`config.mk`:
```
export PLATFORM = sky130hd
export DESIGN_NAME = sbs_status
export DESIGN_NICKNAME = d
export VERILOG_FILES = /design/src/hw/sbs_pkg.sv /design/src/hw/sbs_status.sv
export SDC_FILE = /design/constraint.sdc
export NUM_CORES = 1
export LEC_CHECK = 0
export BUFFER_PORTS_ARGS = -buffer_cell sky130_fd_sc_hd__buf_2
export CORE_MARGIN = 2
export CORE_UTILIZATION = 23
export CTS_BUF_LIST = sky130_fd_sc_hd__clkbuf_16
export DETAILED_ROUTE_END_ITERATION = 12
export HOLD_SLACK_MARGIN = 0.03
export PLACE_DENSITY = 0.51
export RECOVER_POWER = 100
export SYNTH_ARGS = -nofsm -noshare
export SYNTH_HDL_FRONTEND = slang
export SYNTH_SLANG_ARGS = --single-unit
```
`constraint.sdc`:
```
create_clock -name i_sys_clk -period 1.8 [get_ports i_sys_clk]
set_input_delay 0.09 -clock i_sys_clk [delete_from_list [all_inputs] [get_ports i_sys_clk]]
set_output_delay 0.09 -clock i_sys_clk [all_outputs]
set_load 0.01 [all_outputs]
```
`src/hw/sbs_pkg.sv`:
```
// package for the serial bus status flag block
//
// Contract
// master tx: ack_result_flag gets 1 on NACK, 0 on ACK, at ack slot end.
// master_tx_active rises at master tx start, falls at end of slave ack.
// bus_collision_flag set on master bus collision, held until software clears.
// general_call_seen set on general call address match, cleared on Stop.
// ten_bit_match set on second ten-bit address byte match, cleared on Stop.
// tx_data_reg write while busy is dropped and sets write_collision_flag.
// byte ready while rx_data_reg still unread sets rx_overflow_flag.
// data-or-address flag cleared on own address match, set on slave data byte.
// stop-seen flag is 1 if Stop was last condition, 0 after Start.
// start-seen flag is 1 if Start was last condition, 0 after Stop.
// direction flag takes the read/write bit of the received slave address.
// rx_full set when rx_data_reg is loaded, cleared when software reads it.
// tx_full set on tx_data_reg write, cleared when transmission completes.
// status bits 13 to 11 read zero; all flags reset to zero.
// clearable flags: write 0 clears, write 1 keeps, hardware set wins.
package sbs_pkg;
    // ************************************************************
    // register map, byte addresses on the apb
    // ************************************************************
    localparam logic [7:0] SBS_ADDR_STATUS = 8'h00;
    localparam logic [7:0] SBS_ADDR_TX = 8'h04;
    localparam logic [7:0] SBS_ADDR_RX = 8'h08;
    localparam logic [15:0] SBS_STATUS_RESET = 16'h0000;
    localparam logic [7:0] SBS_BYTE_RESET = 8'h00;
    // ************************************************************
    // status field positions
    // ************************************************************
    localparam int SBS_B_ACK = 15;
    localparam int SBS_B_TRS = 14;
    localparam int SBS_B_BCL = 10;
    localparam int SBS_B_GC = 9;
    localparam int SBS_B_T10 = 8;
    localparam int SBS_B_WCOL = 7;
    localparam int SBS_B_ROV = 6;
    localparam int SBS_B_DA = 5;
    localparam int SBS_B_STOP = 4;
    localparam int SBS_B_START = 3;
    localparam int SBS_B_RW = 2;
    localparam int SBS_B_RXF = 1;
    localparam int SBS_B_TXF = 0;
    // ************************************************************
    // events from the bus engine, same clock as the block
    // ************************************************************
    typedef struct packed {
        logic ack_end;      // end of slave acknowledge slot
        logic ack_nack;     // sampled ack bit, 1 = nack
        logic tx_start;     // master transmission begins
        logic collision;    // bus collision in master operation
        logic addr_match;   // own slave address matched
        logic addr_rw;      // r/w bit of that address byte
        logic gc_match;     // general call address received
        logic t10_match;    // second ten-bit address byte matched
        logic slave_data;   // data byte received as slave
        logic rx_valid;     // shifted byte ready for rx_data_reg
        logic [7:0] rx_byte;
        logic tx_done;      // data transmission complete
        logic busy;         // module busy, tx writes refused
    } sbs_evt_t;
endpackage

```
`src/hw/sbs_status.sv`:
```
// serial bus status flags with apb register access and start/stop detect
`timescale 1ns/10ps
module sbs_status
(
    input wire logic i_sys_clk,
    input wire logic i_rst,
    input wire logic i_psel,
    input wire logic i_penable,
    input wire logic i_pwrite,
    input wire logic [7:0] i_paddr,
    input wire logic [31:0] i_pwdata,
    output logic [31:0] o_prdata,
    output logic o_pready,
    output logic o_pslverr,
    input wire logic i_scl,
    input wire logic i_sda,
    input wire sbs_pkg::sbs_evt_t i_evt,
    output logic [7:0] o_tx_byte,
    output logic o_tx_full
);
    // ************************************************************
    // pin synchronisers and bus condition detect
    // ************************************************************
    logic scl_m;
    logic scl_s;
    logic sda_m;
    logic sda_s;
    logic sda_d;
    // two flops per pin plus an edge flop on sda; edge logic compares the second and third sda stages
    always_ff @(posedge i_sys_clk or posedge i_rst)
    begin
        if (i_rst)
        begin
            scl_m <= 1'b1;
            scl_s <= 1'b1;
            sda_m <= 1'b1;
            sda_s <= 1'b1;
            sda_d <= 1'b1;
        end
        else
        begin
            scl_m <= i_scl;
            scl_s <= scl_m;
            sda_m <= i_sda;
            sda_s <= sda_m;
            sda_d <= sda_s;
        end
    end

    // sda moving while scl is high marks start or stop
    wire start_det = scl_s & sda_d & ~sda_s;
    wire stop_det = scl_s & ~sda_d & sda_s;

    // ************************************************************
    // apb decode
    // ************************************************************
    wire setup = i_psel & ~i_penable;
    wire access = i_psel & i_penable;
    wire hit_stat = (i_paddr == sbs_pkg::SBS_ADDR_STATUS);
    wire hit_tx = (i_paddr == sbs_pkg::SBS_ADDR_TX);
    wire hit_rx = (i_paddr == sbs_pkg::SBS_ADDR_RX);
    wire mapped = hit_stat | hit_tx | hit_rx;
    wire wr_stat = access & i_pwrite & hit_stat;
    wire wr_tx = access & i_pwrite & hit_tx;
    wire rd_rx = access & ~i_pwrite & hit_rx;
    // zero wait states: every access phase completes at once
    assign o_pready = 1'b1;
    assign o_pslverr = access & ~mapped;

    // ************************************************************
    // status flags
    // ************************************************************
    logic ack_result_flag;
    logic master_tx_active;
    logic bus_collision_flag;
    logic general_call_seen;
    logic ten_bit_match;
    logic write_collision_flag;
    logic rx_overflow_flag;
    logic data_not_addr;
    logic stop_seen;
    logic start_seen;
    logic slave_read;
    logic rx_full;
    logic tx_full;
    logic [7:0] tx_data_reg;
    logic [7:0] rx_data_reg;

    // a busy write is refused; the old tx byte stays untouched
    wire tx_ok = wr_tx & ~i_evt.busy;
    wire tx_refused = wr_tx & i_evt.busy;
    // an unread byte blocks the transfer and flags overflow
    wire rx_store = i_evt.rx_valid & ~rx_full;
    wire rx_lost = i_evt.rx_valid & rx_full;
    // software clear: a zero written into a clearable bit
    wire clr_bcl = wr_stat & ~i_pwdata[sbs_pkg::SBS_B_BCL];
    wire clr_wcol = wr_stat & ~i_pwdata[sbs_pkg::SBS_B_WCOL];
    wire clr_rov = wr_stat & ~i_pwdata[sbs_pkg::SBS_B_ROV];

    // master transmit tracking
    always_ff @(posedge i_sys_clk or posedge i_rst)
    begin
        if (i_rst)
        begin
            ack_result_flag <= 1'b0;
            master_tx_active <= 1'b0;
        end
        else
        begin
            if (i_evt.ack_end)
            begin
                ack_result_flag <= i_evt.ack_nack;
            end
            if (i_evt.tx_start)
            begin
                master_tx_active <= 1'b1;
            end
            else if (i_evt.ack_end)
            begin
                master_tx_active <= 1'b0;
            end
        end
    end

    // sticky error flags; set beats a clear in the same cycle
    always_ff @(posedge i_sys_clk or posedge i_rst)
    begin
        if (i_rst)
        begin
            bus_collision_flag <= 1'b0;
            write_collision_flag <= 1'b0;
            rx_overflow_flag <= 1'b0;
        end
        else
        begin
            bus_collision_flag <= i_evt.collision | (bus_collision_flag & ~clr_bcl);
            write_collision_flag <= tx_refused | (write_collision_flag & ~clr_wcol);
            rx_overflow_flag <= rx_lost | (rx_overflow_flag & ~clr_rov);
        end
    end

    // address and bus condition flags
    always_ff @(posedge i_sys_clk or posedge i_rst)
    begin
        if (i_rst)
        begin
            general_call_seen <= 1'b0;
            ten_bit_match <= 1'b0;
            data_not_addr <= 1'b0;
            stop_seen <= 1'b0;
            start_seen <= 1'b0;
            slave_read <= 1'b0;
        end
        else
        begin
            general_call_seen <= i_evt.gc_match | (general_call_seen & ~stop_det);
            ten_bit_match <= i_evt.t10_match | (ten_bit_match & ~stop_det);
            if (i_evt.slave_data)
            begin
                data_not_addr <= 1'b1;
            end
            else if (i_evt.addr_match)
            begin
                data_not_addr <= 1'b0;
            end
            if (start_det | stop_det)
            begin
                stop_seen <= stop_det;
                start_seen <= start_det;
            end
            if (i_evt.addr_match)
            begin
                slave_read <= i_evt.addr_rw;
            end
        end
    end

    // data registers and their full flags
    always_ff @(posedge i_sys_clk or posedge i_rst)
    begin
        if (i_rst)
        begin
            rx_full <= 1'b0;
            tx_full <= 1'b0;
            tx_data_reg <= sbs_pkg::SBS_BYTE_RESET;
            rx_data_reg <= sbs_pkg::SBS_BYTE_RESET;
        end
        else
        begin
            rx_full <= rx_store | (rx_full & ~rd_rx);
            tx_full <= tx_ok | (tx_full & ~i_evt.tx_done);
            if (rx_store)
            begin
                rx_data_reg <= i_evt.rx_byte;
            end
            if (tx_ok)
            begin
                tx_data_reg <= i_pwdata[7:0];
            end
        end
    end

    // ************************************************************
    // read path
    // ************************************************************
    logic [15:0] status_word;
    // bits 13 to 11 stay zero from the reset constant
    always_comb
    begin
        status_word = sbs_pkg::SBS_STATUS_RESET;
        status_word[sbs_pkg::SBS_B_ACK] = ack_result_flag;
        status_word[sbs_pkg::SBS_B_TRS] = master_tx_active;
        status_word[sbs_pkg::SBS_B_BCL] = bus_collision_flag;
        status_word[sbs_pkg::SBS_B_GC] = general_call_seen;
        status_word[sbs_pkg::SBS_B_T10] = ten_bit_match;
        status_word[sbs_pkg::SBS_B_WCOL] = write_collision_flag;
        status_word[sbs_pkg::SBS_B_ROV] = rx_overflow_flag;
        status_word[sbs_pkg::SBS_B_DA] = data_not_addr;
        status_word[sbs_pkg::SBS_B_STOP] = stop_seen;
        status_word[sbs_pkg::SBS_B_START] = start_seen;
        status_word[sbs_pkg::SBS_B_RW] = slave_read;
        status_word[sbs_pkg::SBS_B_RXF] = rx_full;
        status_word[sbs_pkg::SBS_B_TXF] = tx_full;
    end

    wire [31:0] rd_mux = hit_stat ? {16'h0000, status_word} :
                         hit_tx ? {24'h00_0000, tx_data_reg} :
                         hit_rx ? {24'h00_0000, rx_data_reg} : 32'h0000_0000;

    // data captured in setup so the access phase shows it from a flop
    always_ff @(posedge i_sys_clk or posedge i_rst)
    begin
        if (i_rst)
        begin
            o_prdata <= 32'h0000_0000;
        end
        else if (setup)
        begin
            o_prdata <= rd_mux;
        end
    end

    assign o_tx_byte = tx_data_reg;
    assign o_tx_full = tx_full;
endmodule

```
* Yosys cells after proc, flatten, opt, wreduce, memory -nomap -nowiden
Index checks and enable logic that the tools add are counted.
** Operators by class
- Equal/unequal tests :: 2
- Reductions and logical operators :: 3
- Mux-type cells :: 7
- Bitwise logic cells :: 52
** Operators by type and width (number)
- $and 1x1->1 :: 26
- $mux 16 :: 1
- $mux 8 :: 2
- $not 1->1 :: 16
- $or 1x1->1 :: 10
- $eq 8x3->1 const B :: 1
- $eq 8x4->1 const B :: 1
- $logic_not 8->1 :: 1
- $mux 1 :: 4
- $reduce_bool 2->1 :: 2
** Word-level totals
- Input port bits :: 67
- Output and inout port bits :: 43
- Bits in registers :: 66
- Logic and storage cells :: 85

* Logic depth before layout (Yosys ltp)
Gate-level depths: netlist of run 1.
- Depth in word-level cells :: 7
- Mapped depth :: 5
- Mapped depth without buffers :: 3

* Worst setup path before layout of run 1
No wires, ideal clock.
- Kind :: input to register
- Start point :: input port i_paddr[1]
- End point :: register bus_collision_flag
- Stages on the path :: 3
- Data required time :: 1.682 ns
- Arrival :: 1.285 ns
- Buffers on the path :: 0
- Slack :: 0.397 ns
- Setup time :: 0.118 ns
- Path through :: or4_1 or4_1 a21o_1
** Between the ends
- Cells in the longest elaborated chain, start to end :: 6
** Ends and longest elaborated chain
- from (decl) :: RTL line sbs_status.sv:10 : input wire logic [7:0] i_paddr,
- $logic_not 8->1 :: RTL line sbs_status.sv:59 : wire hit_stat = (i_paddr == sbs_pkg::SBS_ADDR_STATUS);
- $and 1x1->1 :: RTL line sbs_status.sv:63 : wire wr_stat = access & i_pwrite & hit_stat;
- $and 1x1->1 :: RTL line sbs_status.sv:96 : wire clr_bcl = wr_stat & ~i_pwdata[sbs_pkg::SBS_B_BCL];
- $not 1->1 :: RTL line sbs_status.sv:136 : bus_collision_flag <= i_evt.collision | (bus_collision_flag & ~clr_bcl);
- $and 1x1->1 :: RTL line sbs_status.sv:136
- $or 1x1->1 :: RTL line sbs_status.sv:136
- to (signal assigned) :: RTL line sbs_status.sv:136
- to (decl) :: RTL line sbs_status.sv:75 : logic bus_collision_flag;
No other way between the ends.
A chain may end at the register's enable or synchronous reset.

* Worst setup path in the final report of run 1
- Start point :: input port i_paddr[4]
- End point :: register tx_data_reg[3] (netlist: o_tx_byte[3])
** Between the ends
- Cells in the longest elaborated chain, start to end :: 3
** Ends and longest elaborated chain
- $eq 8x3->1 :: RTL line sbs_status.sv:60 : wire hit_tx = (i_paddr == sbs_pkg::SBS_ADDR_TX);
- $and 1x1->1 :: RTL line sbs_status.sv:64 : wire wr_tx = access & i_pwrite & hit_tx;
- $and 1x1->1 :: RTL line sbs_status.sv:90 : wire tx_ok = wr_tx & ~i_evt.busy;
- to (signal assigned) :: RTL line sbs_status.sv:185 : tx_data_reg <= sbs_pkg::SBS_BYTE_RESET;
- to (signal assigned) :: RTL line sbs_status.sv:198 : tx_data_reg <= i_pwdata[7:0];
- to (decl) :: RTL line sbs_status.sv:86 : logic [7:0] tx_data_reg;
No other way between the ends.

==> results of run 1 <==
routing by layer:
metal	track usage	up-vias
met2	0.166	57
met3	0.0291	2
li1	-	803
met5	0	-
met1	0.130	768
met4	0.0249	0
worst max-delay path by stage:
stage,slack [ns],end,startpoint
3_3_place_gp,0.25,bus_collision_flag,i_paddr[1]
4_1_cts,0.48,o_pslverr,i_paddr[5]
6_report,0.42,o_tx_byte[3],i_paddr[4]
5_1_grt,0.23,o_tx_byte[2],i_paddr[5]
3_5_place_dp,0.26,bus_collision_flag,i_paddr[5]
2_1_floorplan,0.40,bus_collision_flag,i_paddr[1]
power groups by stage:
stage	registers (mW)	logic, mW	clock network, mW
final	1.13	0.221	1.02
after global routing	1.14	0.252	1.10
after CTS	1.13	0.233	1.05
after detailed placement	1.15	0.216	0
after global placement	1.15	0.214	0
after floorplan	1.14	0.156	0
logic make-up after synthesis:
logic type      synth area share
compound gates             0.111
simple gates               0.151
other cells              0.00347
mux                       0.0937
flops                      0.547
buf+inv                   0.0937
critical path: stages:
cell and delay, ns:
buf_2 0.10, nor4_1 0.68, nand4_1 0.16, buf_4 0.23, mux2_2 0.28
area by class of cell:
class,count,area (um2),area share
inverters,9,33.8,0.0121
clock buffers,5,125,0.0449
multi-input cells,134,826,0.296
well taps,111,139,0.0499
repair buffers,82,440,0.158
flip-flops and latches,47,1180,0.425
clock inverters,3,38.8,0.0139
through the flow:
step | setup WS (ns) | area [um2] | hold slack [ns]
floorplan | 0.397 | 2230 | 0.0945
CTS | 0.480 | 2840 | 0.0329
global route | 0.226 | 2790 | 0.0347
detailed placement | 0.257 | 2570 | 0.197
global placement | 0.247 | 2570 | 0.197
finish | 0.420 | 2790 | 0.0386
layout by cell type (no fill, tap or decap), drive strengths merged, types with 5 or more instances in the layout:
cell type     n
inv           8
dlygate4sd3  10
o221ai        8
buf          46
mux2         18
nor2b        11
conb         20
nand2b       10
clkbuf       31
nand2        23
dfrtp        42
o21ai        16
dfstp         5
a21o          5
==> impl_metrics.json, run 1 <==
{
  "period_share": 0.767,
  "synth_edf_count": 0,
  "cts_max_level": 2,
  "clk_latency_ns": 0.28,
  "finalSetupViolCount": 0,
  "ys_seq_area_frac": 0.547,
  "critical_path.endpoint_type": "flop",
  "m1WireLength_um": 2310,
  "drt_iter0_drc": 42,
  "total_power_mw": 2.37,
  "syn_inst": 197,
  "cts_tree": "done",
  "grt_pass1_wl_um": 7940,
  "wl_met2_um": 2300,
  "routedWlPerCell_um": 12.6,
  "rows": 35,
  "cts_buffers": 5,
  "fillers": 985,
  "path_clk_slew_ns": 0.06,
  "final_util": 0.303,
  "dieArea_um2": 10200,
  "fin_nets": 346,
  "p_leak_nw": 1.28,
  "switching_power_mw": 0.509,
  "drc": 0,
  "placed_cells": 373,
  "status": "completed",
  "grt_max_degree": 48,
  "ys_top_cells_by_area": "dfrtp_1 (49%), mux2_2 (9.4%), buf_4 (6.9%)",
  "tightest_slew_ns": 0.783,
  "fin_crit_ns": 1.38,
  "rsz0062_at_grt": "no",
  "netSwitchingFraction": 0.215,
  "max_cap_violations": 0,
  "post-cts-setup-buffers": 0,
  "grt_pass1_vias": 1580,
  "cts_sinks": 47,
  "met3WireLength_um": 277,
  "portBuffers": 66,
  "start_util": 0.235,
  "die_x_um": 101,
  "seqPwrFrac": 0.477,
  "ant_nets": 0,
  "drive_above_1_share": 0.268,
  "yosysTopAreaCell": "dfrtp_1",
  "firstDrtPassIters": 4,
  "fin_setup_tns_ns": 0,
  "ctsResizeCount": 0,
  "critPathLaunchType": "input port",
  "gp_congestion": 0.777,
  "yosysTopAreaCellShare": 0.486,
  "p_per_area_nw_per_um2": 850,
  "skew_ns": 0.00400,
  "synth_flop_cell": "dfrtp_1",
  "synth_commonest_cells": "dfrtp_1 (42), nand2_1 (23), buf_4 (20)",
  "reg2reg_from": "sda_s",
  "root_buffer": "clkbuf_16",
  "synthArstFlopShare": 1.00,
  "holdPathEnd": "rx_data_reg[1]",
  "vias": 1630,
  "yosysMostFrequentCell": "dfrtp_1",
  "min_path_cells": 2,
  "fmax_mhz": 725,
  "pwr-share-comb": 0.094,
  "hold_buffers": 10,
  "reg2regPathDepth": 3,
  "cp_max_fo": 9,
  "syn_area_um2": 2160,
  "synth_cell_types": 30,
  "hp-start": "i_evt[3]",
  "max-vdd-ir-drop_v": 0.000322,
  "routed_wl_um": 4910,
  "syn2layout_area_growth_pct": 28.8,
  "place_hpwl_um": 3730,
  "grt_antenna_before_repair": 0,
  "slew_headroom": 0.473,
  "criticalPathCategory": "in2reg",
  "routed.top_layer": "met4",
  "coreArea_um2": 9200,
  "p_int_mw": 1.86,
  "slew_viol_final": 0,
  "io_pins": 110,
  "yosys_register_bits": 47,
  "globalRouteOverflowTotal": 0,
  "num_antenna_cells": 0,
  "avgSynthCellArea_um2": 11.0,
  "die_h_um": 101,
  "clock_power_share": 0.430,
  "hold_class": "in2reg",
  "grt_usage": 0.100,
  "crit_required_ns": 1.96,
  "yosysWarnings": 0,
  "cts_buffer_depth": 2,
  "largest_register_ff_count": 13,
  "hold_viol_final": 0,
  "rr_endpoint": "general_call_seen",
  "worstPathArrival_ns": 1.54,
  "r2r_slack_ns": 0.56,
  "vias_per_cell": 4.17,
  "stdcell_count": 391
}
No activity file was read; power rests on OpenSTA's default activity.
==> run 2: changes to the inputs <==
--- a/config.mk
+++ b/config.mk
@@ -11,7 +11,7 @@
 export CTS_BUF_LIST = sky130_fd_sc_hd__clkbuf_16
 export DETAILED_ROUTE_END_ITERATION = 12
 export HOLD_SLACK_MARGIN = 0.03
-export PLACE_DENSITY = 0.51
+export PLACE_DENSITY = 0.53
 export RECOVER_POWER = 100
 export SYNTH_ARGS = -nofsm -noshare
 export SYNTH_HDL_FRONTEND = slang
==> constraint.sdc (replaced) <==
create_clock -name i_sys_clk -period 1.17 [get_ports i_sys_clk]
set_input_delay 0.0585 -clock i_sys_clk [delete_from_list [all_inputs] [get_ports i_sys_clk]]
set_output_delay 0.0585 -clock i_sys_clk [all_outputs]
set_load 0.01 [all_outputs]
==> impl_metrics.json, run 2 (same netlist as run 1, synthesis figures left out) <==
{
  "max-vdd-ir-drop_v": 0.000534,
  "grt_antenna_before_repair": 0,
  "place_hpwl_um": 3980,
  "final_cell_mix": "dfrtp_1 (42), buf_2 (41), dlygate4sd3_1 (27), nand2_1 (22), clkbuf_1 (22)",
  "path_common_cell": "buf_6",
  "drive_above_1_share": 0.337,
  "slew_headroom": 0.575,
  "die_x_um": 101,
  "hold_viol_final": 0,
  "ant_nets": 0,
  "critical_path.endpoint_type": "output port",
  "globalRouteOverflowTotal": 0,
  "fin_ws_ns": -0.0844,
  "grt_pass1_wl_um": 9150,
  "largest_register_ff_count": 13,
  "drc": 0,
  "num_antenna_cells": 0,
  "fillers": 945,
  "worst_path_max_delay_cell": "or4_4",
  "status": "finished, violations left",
  "p_per_area_nw_per_um2": 1180,
  "crit_required_ns": 1.11,
  "firstDrtPassIters": 4,
  "criticalPathCategory": "in2out",
  "tightest_slew_ns": 0.638,
  "cts_sinks": 47,
  "rsz0062_at_grt": "yes",
  "cp_top_family": "simple AND/OR/NAND/NOR gates",
  "cp_max_fo": 2,
  "cts_buffers": 5,
  "max_cap_violations": 0,
  "slew_viol_final": 0,
  "routed_wl_um": 5580,
  "drt_iter0_drc": 64,
  "rows": 35,
  "crit_cells": 6,
  "fin_crit_ns": 1.25,
  "fmax_mhz": 797,
  "reg2regPathDepth": 3,
  "critPathLaunchType": "input port",
  "routedWlPerCell_um": 13.1,
  "cts_buffer_depth": 2,
  "grt_max_degree": 48,
  "vias_per_cell": 4.24,
  "crit_path_cell_trace": "buf_6, or4_4, buf_6, nor3_4, a21oi_2, buf_2",
  "gp_congestion": 0.819,
  "fin_setup_tns_ns": -0.114,
  "finalSetupViolCount": 2,
  "dieArea_um2": 10200,
  "start_util": 0.235,
  "whs_ns": 0.0441,
  "grt_usage": 0.115,
  "root_buffer": "clkbuf_16",
  "grt_pass1_vias": 1874,
  "path_clk_slew_ns": 0.06,
  "skew_ns": 0.00263,
  "fin_nets": 381,
  "failed_checks": "negative setup slack",
  "hold_class": "in2reg",
  "worst_path_largest_cell_delay_ns": 0.53,
  "coreArea_um2": 9200,
  "portBuffers": 66,
  "cts_max_level": 2,
  "final_common_cell": "dfrtp_1",
  "clk_latency_ns": 0.28,
  "io_pins": 110,
  "final_util": 0.349,
  "period_share": 1.07,
  "worstPathArrival_ns": 1.20,
  "cts_tree": "done",
  "cp_num_buf_inv": 3,
  "vias": 1805,
  "syn2layout_area_growth_pct": 48.3,
  "die_h_um": 101,
  "min_path_cells": 2,
  "p_leak_nw": 1.50
}
run 2: stage by stage:
step | cell area (um2) | worst slack [ns] | instances | total power, mW
after floorplan | 2250 | -0.185 | 215 | 2.00
after global placement | 2730 | -0.320 | 391 | 2.14
after detailed placement | 2730 | -0.341 | 391 | 2.15
after CTS | 3200 | -0.0610 | 426 | 3.83
after global routing | 3210 | -0.119 | 426 | 3.98
final | 3210 | -0.0844 | 426 | 3.79
run 2: worst paths after layout:
path / endpoint / slack [ns] / from
setup reg to reg: rx_data_reg[0] / 0.04 / rx_full
hold / removal: slave_read / 0.04 / i_evt[15]
setup / recovery: o_pslverr / -0.08 / i_paddr[5]
min in group asynchronous: o_prdata[4] / 0.52 / i_rst
max in group asynchronous: o_prdata[10] / 0.23 / i_rst
hold reg to reg: scl_s / 0.36 / scl_m
run 2: what timing repair did:
| action | CTS | global route |
|---|---|---|
| hold endpoints to repair | 67 | 0 |
| endpoints found under the setup margin | 4 | 11 |
| resized for setup | 6 | 13 |
| pin swaps | 2 | 3 |
| hold buffers | 27 | 0 |
| setup buffers | 0 | 0 |
run 2: worst reg2reg max path: cells and delay by family, from the launching register on:
family	cells	cell delay [ns]
DFF	1	0.38
buffers and inverters	1	0.18
and+or+nand+nor	1	0.14
muxes	1	0.31
run 2: power breakdown:
| part | switching [mW] | total [mW] | internal [mW] |
|---|---|---|---|
| registers | 0.0378 | 1.74 | 1.70 |
| logic | 0.213 | 0.477 | 0.264 |
| clock network | 0.575 | 1.57 | 0.996 |
run 2: area by class of cell:
class	instances	area [um2]	area share
Sequential cell	47	1180	0.369
Clock inverter	3	38.8	0.0121
Clock buffer	5	125	0.0390
Tap cell	111	139	0.0433
Multi-Input combinational cell	134	910	0.284
Inverter	9	33.8	0.0105
Timing Repair Buffer	117	777	0.242
run 2: layer usage:
layer,vias up,track usage,part of all wire
li1,871,-,-
met1,859,0.148,0.44
met2,66,0.189,0.49
met3,9,0.0229,0.045
met4,0,0.0457,0.020
met5,-,0,0
==> run 3: changes to the inputs <==
--- a/config.mk
+++ b/config.mk
@@ -8,11 +8,13 @@
 export BUFFER_PORTS_ARGS = -buffer_cell sky130_fd_sc_hd__buf_2
 export CORE_MARGIN = 2
 export CORE_UTILIZATION = 23
-export CTS_BUF_LIST = sky130_fd_sc_hd__clkbuf_16
+export CTS_BUF_LIST = sky130_fd_sc_hd__clkbuf_4 sky130_fd_sc_hd__clkbuf_8 sky130_fd_sc_hd__clkbuf_16
+export CTS_CLUSTER_SIZE = 8
 export DETAILED_ROUTE_END_ITERATION = 12
 export HOLD_SLACK_MARGIN = 0.03
 export PLACE_DENSITY = 0.53
 export RECOVER_POWER = 100
+export SKIP_LAST_GASP = 1
 export SYNTH_ARGS = -nofsm -noshare
 export SYNTH_HDL_FRONTEND = slang
 export SYNTH_SLANG_ARGS = --single-unit
==> impl_metrics.json, run 3 (same netlist as run 1, synthesis figures left out) <==
{
  "cts_sinks": 47,
  "rows": 35,
  "vias_per_cell": 4.23,
  "portBuffers": 66,
  "slew_viol_final": 0,
  "ant_nets": 0,
  "dpl_cell_area_um2": 2730,
  "num_antenna_cells": 0,
  "fin_nets": 386,
  "io_pins": 110,
  "worst_path_largest_cell_delay_ns": 0.52,
  "p_leak_nw": 1.48,
  "vias": 1821,
  "finalSetupViolCount": 2,
  "failed_checks": "negative setup slack",
  "globalRouteOverflowTotal": 0,
  "p_per_area_nw_per_um2": 1080,
  "coreArea_um2": 9200,
  "path_clk_slew_ns": 0.08,
  "die_h_um": 101,
  "period_share": 1.09,
  "final_cell_mix": "dfrtp_1 (42), buf_2 (38), dlygate4sd3_1 (31), clkbuf_1 (26), nand2_1 (22)",
  "whs_ns": 0.0434,
  "place_hpwl_um": 3980,
  "die_x_um": 101,
  "fin_area_um2": 3180,
  "hold_viol_final": 0,
  "fillers": 953,
  "syn2layout_area_growth_pct": 47.2,
  "placed_cells": 391,
  "skew_ns": 0.00326,
  "holdPathEnd": "write_collision_flag",
  "grt_pass1_vias": 1907,
  "gp_congestion": 0.819,
  "routedWlPerCell_um": 12.9,
  "reg2reg_from": "rx_full",
  "crit_cells": 6,
  "reg2regPathDepth": 3,
  "grt_max_degree": 48,
  "grt_pass1_wl_um": 9240,
  "final_common_cell": "dfrtp_1",
  "worstPathArrival_ns": 1.22,
  "start_util": 0.235,
  "cts_tree": "done",
  "cts_buffers": 5,
  "r2r_slack_ns": 0.04,
  "criticalPathCategory": "in2out",
  "min_path_cells": 3,
  "hp-start": "i_evt[0]",
  "grt_antenna_before_repair": 0,
  "rr_endpoint": "rx_data_reg[0]",
  "critPathLaunchType": "input port",
  "crit_required_ns": 1.11,
  "status": "finished, violations left",
  "fmax_mhz": 783,
  "cts_max_level": 2,
  "fin_ws_ns": -0.108,
  "largest_register_ff_count": 13,
  "fin_setup_tns_ns": -0.111,
  "slew_headroom": 0.573,
  "cp_num_buf_inv": 3,
  "cp_top_family": "simple AND/OR/NAND/NOR gates",
  "critical_path.endpoint_type": "output port",
  "drc": 0,
  "rsz0062_at_grt": "yes",
  "firstDrtPassIters": 4,
  "root_buffer": "clkbuf_8",
  "stdcell_count": 431,
  "clk_latency_ns": 0.30,
  "total_power_mw": 3.45,
  "worst_path_max_delay_cell": "or4_4",
  "cp_max_fo": 2,
  "cts_buffer_depth": 2,
  "max-vdd-ir-drop_v": 0.000516,
  "routed_wl_um": 5560,
  "hold_class": "in2reg",
  "max_cap_violations": 0,
  "crit_path_cell_trace": "buf_6, or4_4, buf_4, nor3_4, a21oi_1, buf_2",
  "dieArea_um2": 10200,
  "drive_above_1_share": 0.322,
  "drt_iter0_drc": 66,
  "grt_usage": 0.116,
  "tightest_slew_ns": 0.640,
  "fin_crit_ns": 1.28
}
==> run 3: cell types whose count changed in the layout (fill, tap and decap cells not counted), sizes merged <==
cell / previous run / this run
clkinv: 3 / 2
dlygate4sd3: 27 / 31
buf: 66 / 62
clkbuf: 29 / 35
==> run 3: metrics by stage <==
stage | utilization | worst slack (ns)
finish | 0.346 | -0.108
global route | 0.346 | -0.141
CTS | 0.347 | -0.0788
detailed placement | 0.297 | -0.341
global placement | 0.297 | -0.320
floorplan | - | -0.185
==> run 3: worst max-delay path by stage <==
stage / end / start / slack, ns
after CTS: o_pslverr / i_paddr[5] / -0.08
after detailed placement: bus_collision_flag / i_paddr[1] / -0.34
after floorplan: bus_collision_flag / i_paddr[1] / -0.18
after global routing: o_pslverr / i_paddr[5] / -0.14
final: o_pslverr / i_paddr[5] / -0.11
after global placement: bus_collision_flag / i_paddr[1] / -0.32
==> run 3: where the power goes <==
part	switching (mW)	internal, mW	leakage, nW
clock	0.542	0.692	0.0612
sequential	0.0376	1.70	0.586
combinational	0.210	0.271	0.835
total	0.789	2.66	1.48
==> run 3: what timing repair did <==
item,CTS,global route
pin swaps,2,3
setup endpoints to repair,4,11
cloned,0,0
hold endpoints to repair,69,0
setup buffers,1,0
hold buffers,31,0
resized for setup,5,12
==> run 3: worst min-delay path: cells and delay by family <==
family | cells | cell delay (ns)
buffers and inverters | 1 | 0.11
AO/OA/AOI/OAI | 1 | 0.07
AND/OR/NAND/NOR | 1 | 0.07
==> run 3: area by class of cell <==
cell class,count,area [um2],area share
Clock buffer,6,82.6,0.0259
Clock inverter,2,35.0,0.0110
Inverter,9,33.8,0.0106
Multi-Input combinational cell,134,897,0.282
Sequential cell,47,1180,0.371
Tap cell,111,139,0.0436
Timing Repair Buffer,122,813,0.256
==> run 3: metal layers <==
layer  vias to the layer above  part of all wire  GRT usage  wire [um]
li1                        879                 -          -          -
met1                       868              0.44      0.148       2470
met2                        61              0.49      0.192       2700
met3                        13             0.047     0.0312        263
met4                         0             0.023     0.0364        127
met5                         -                 0          0          0
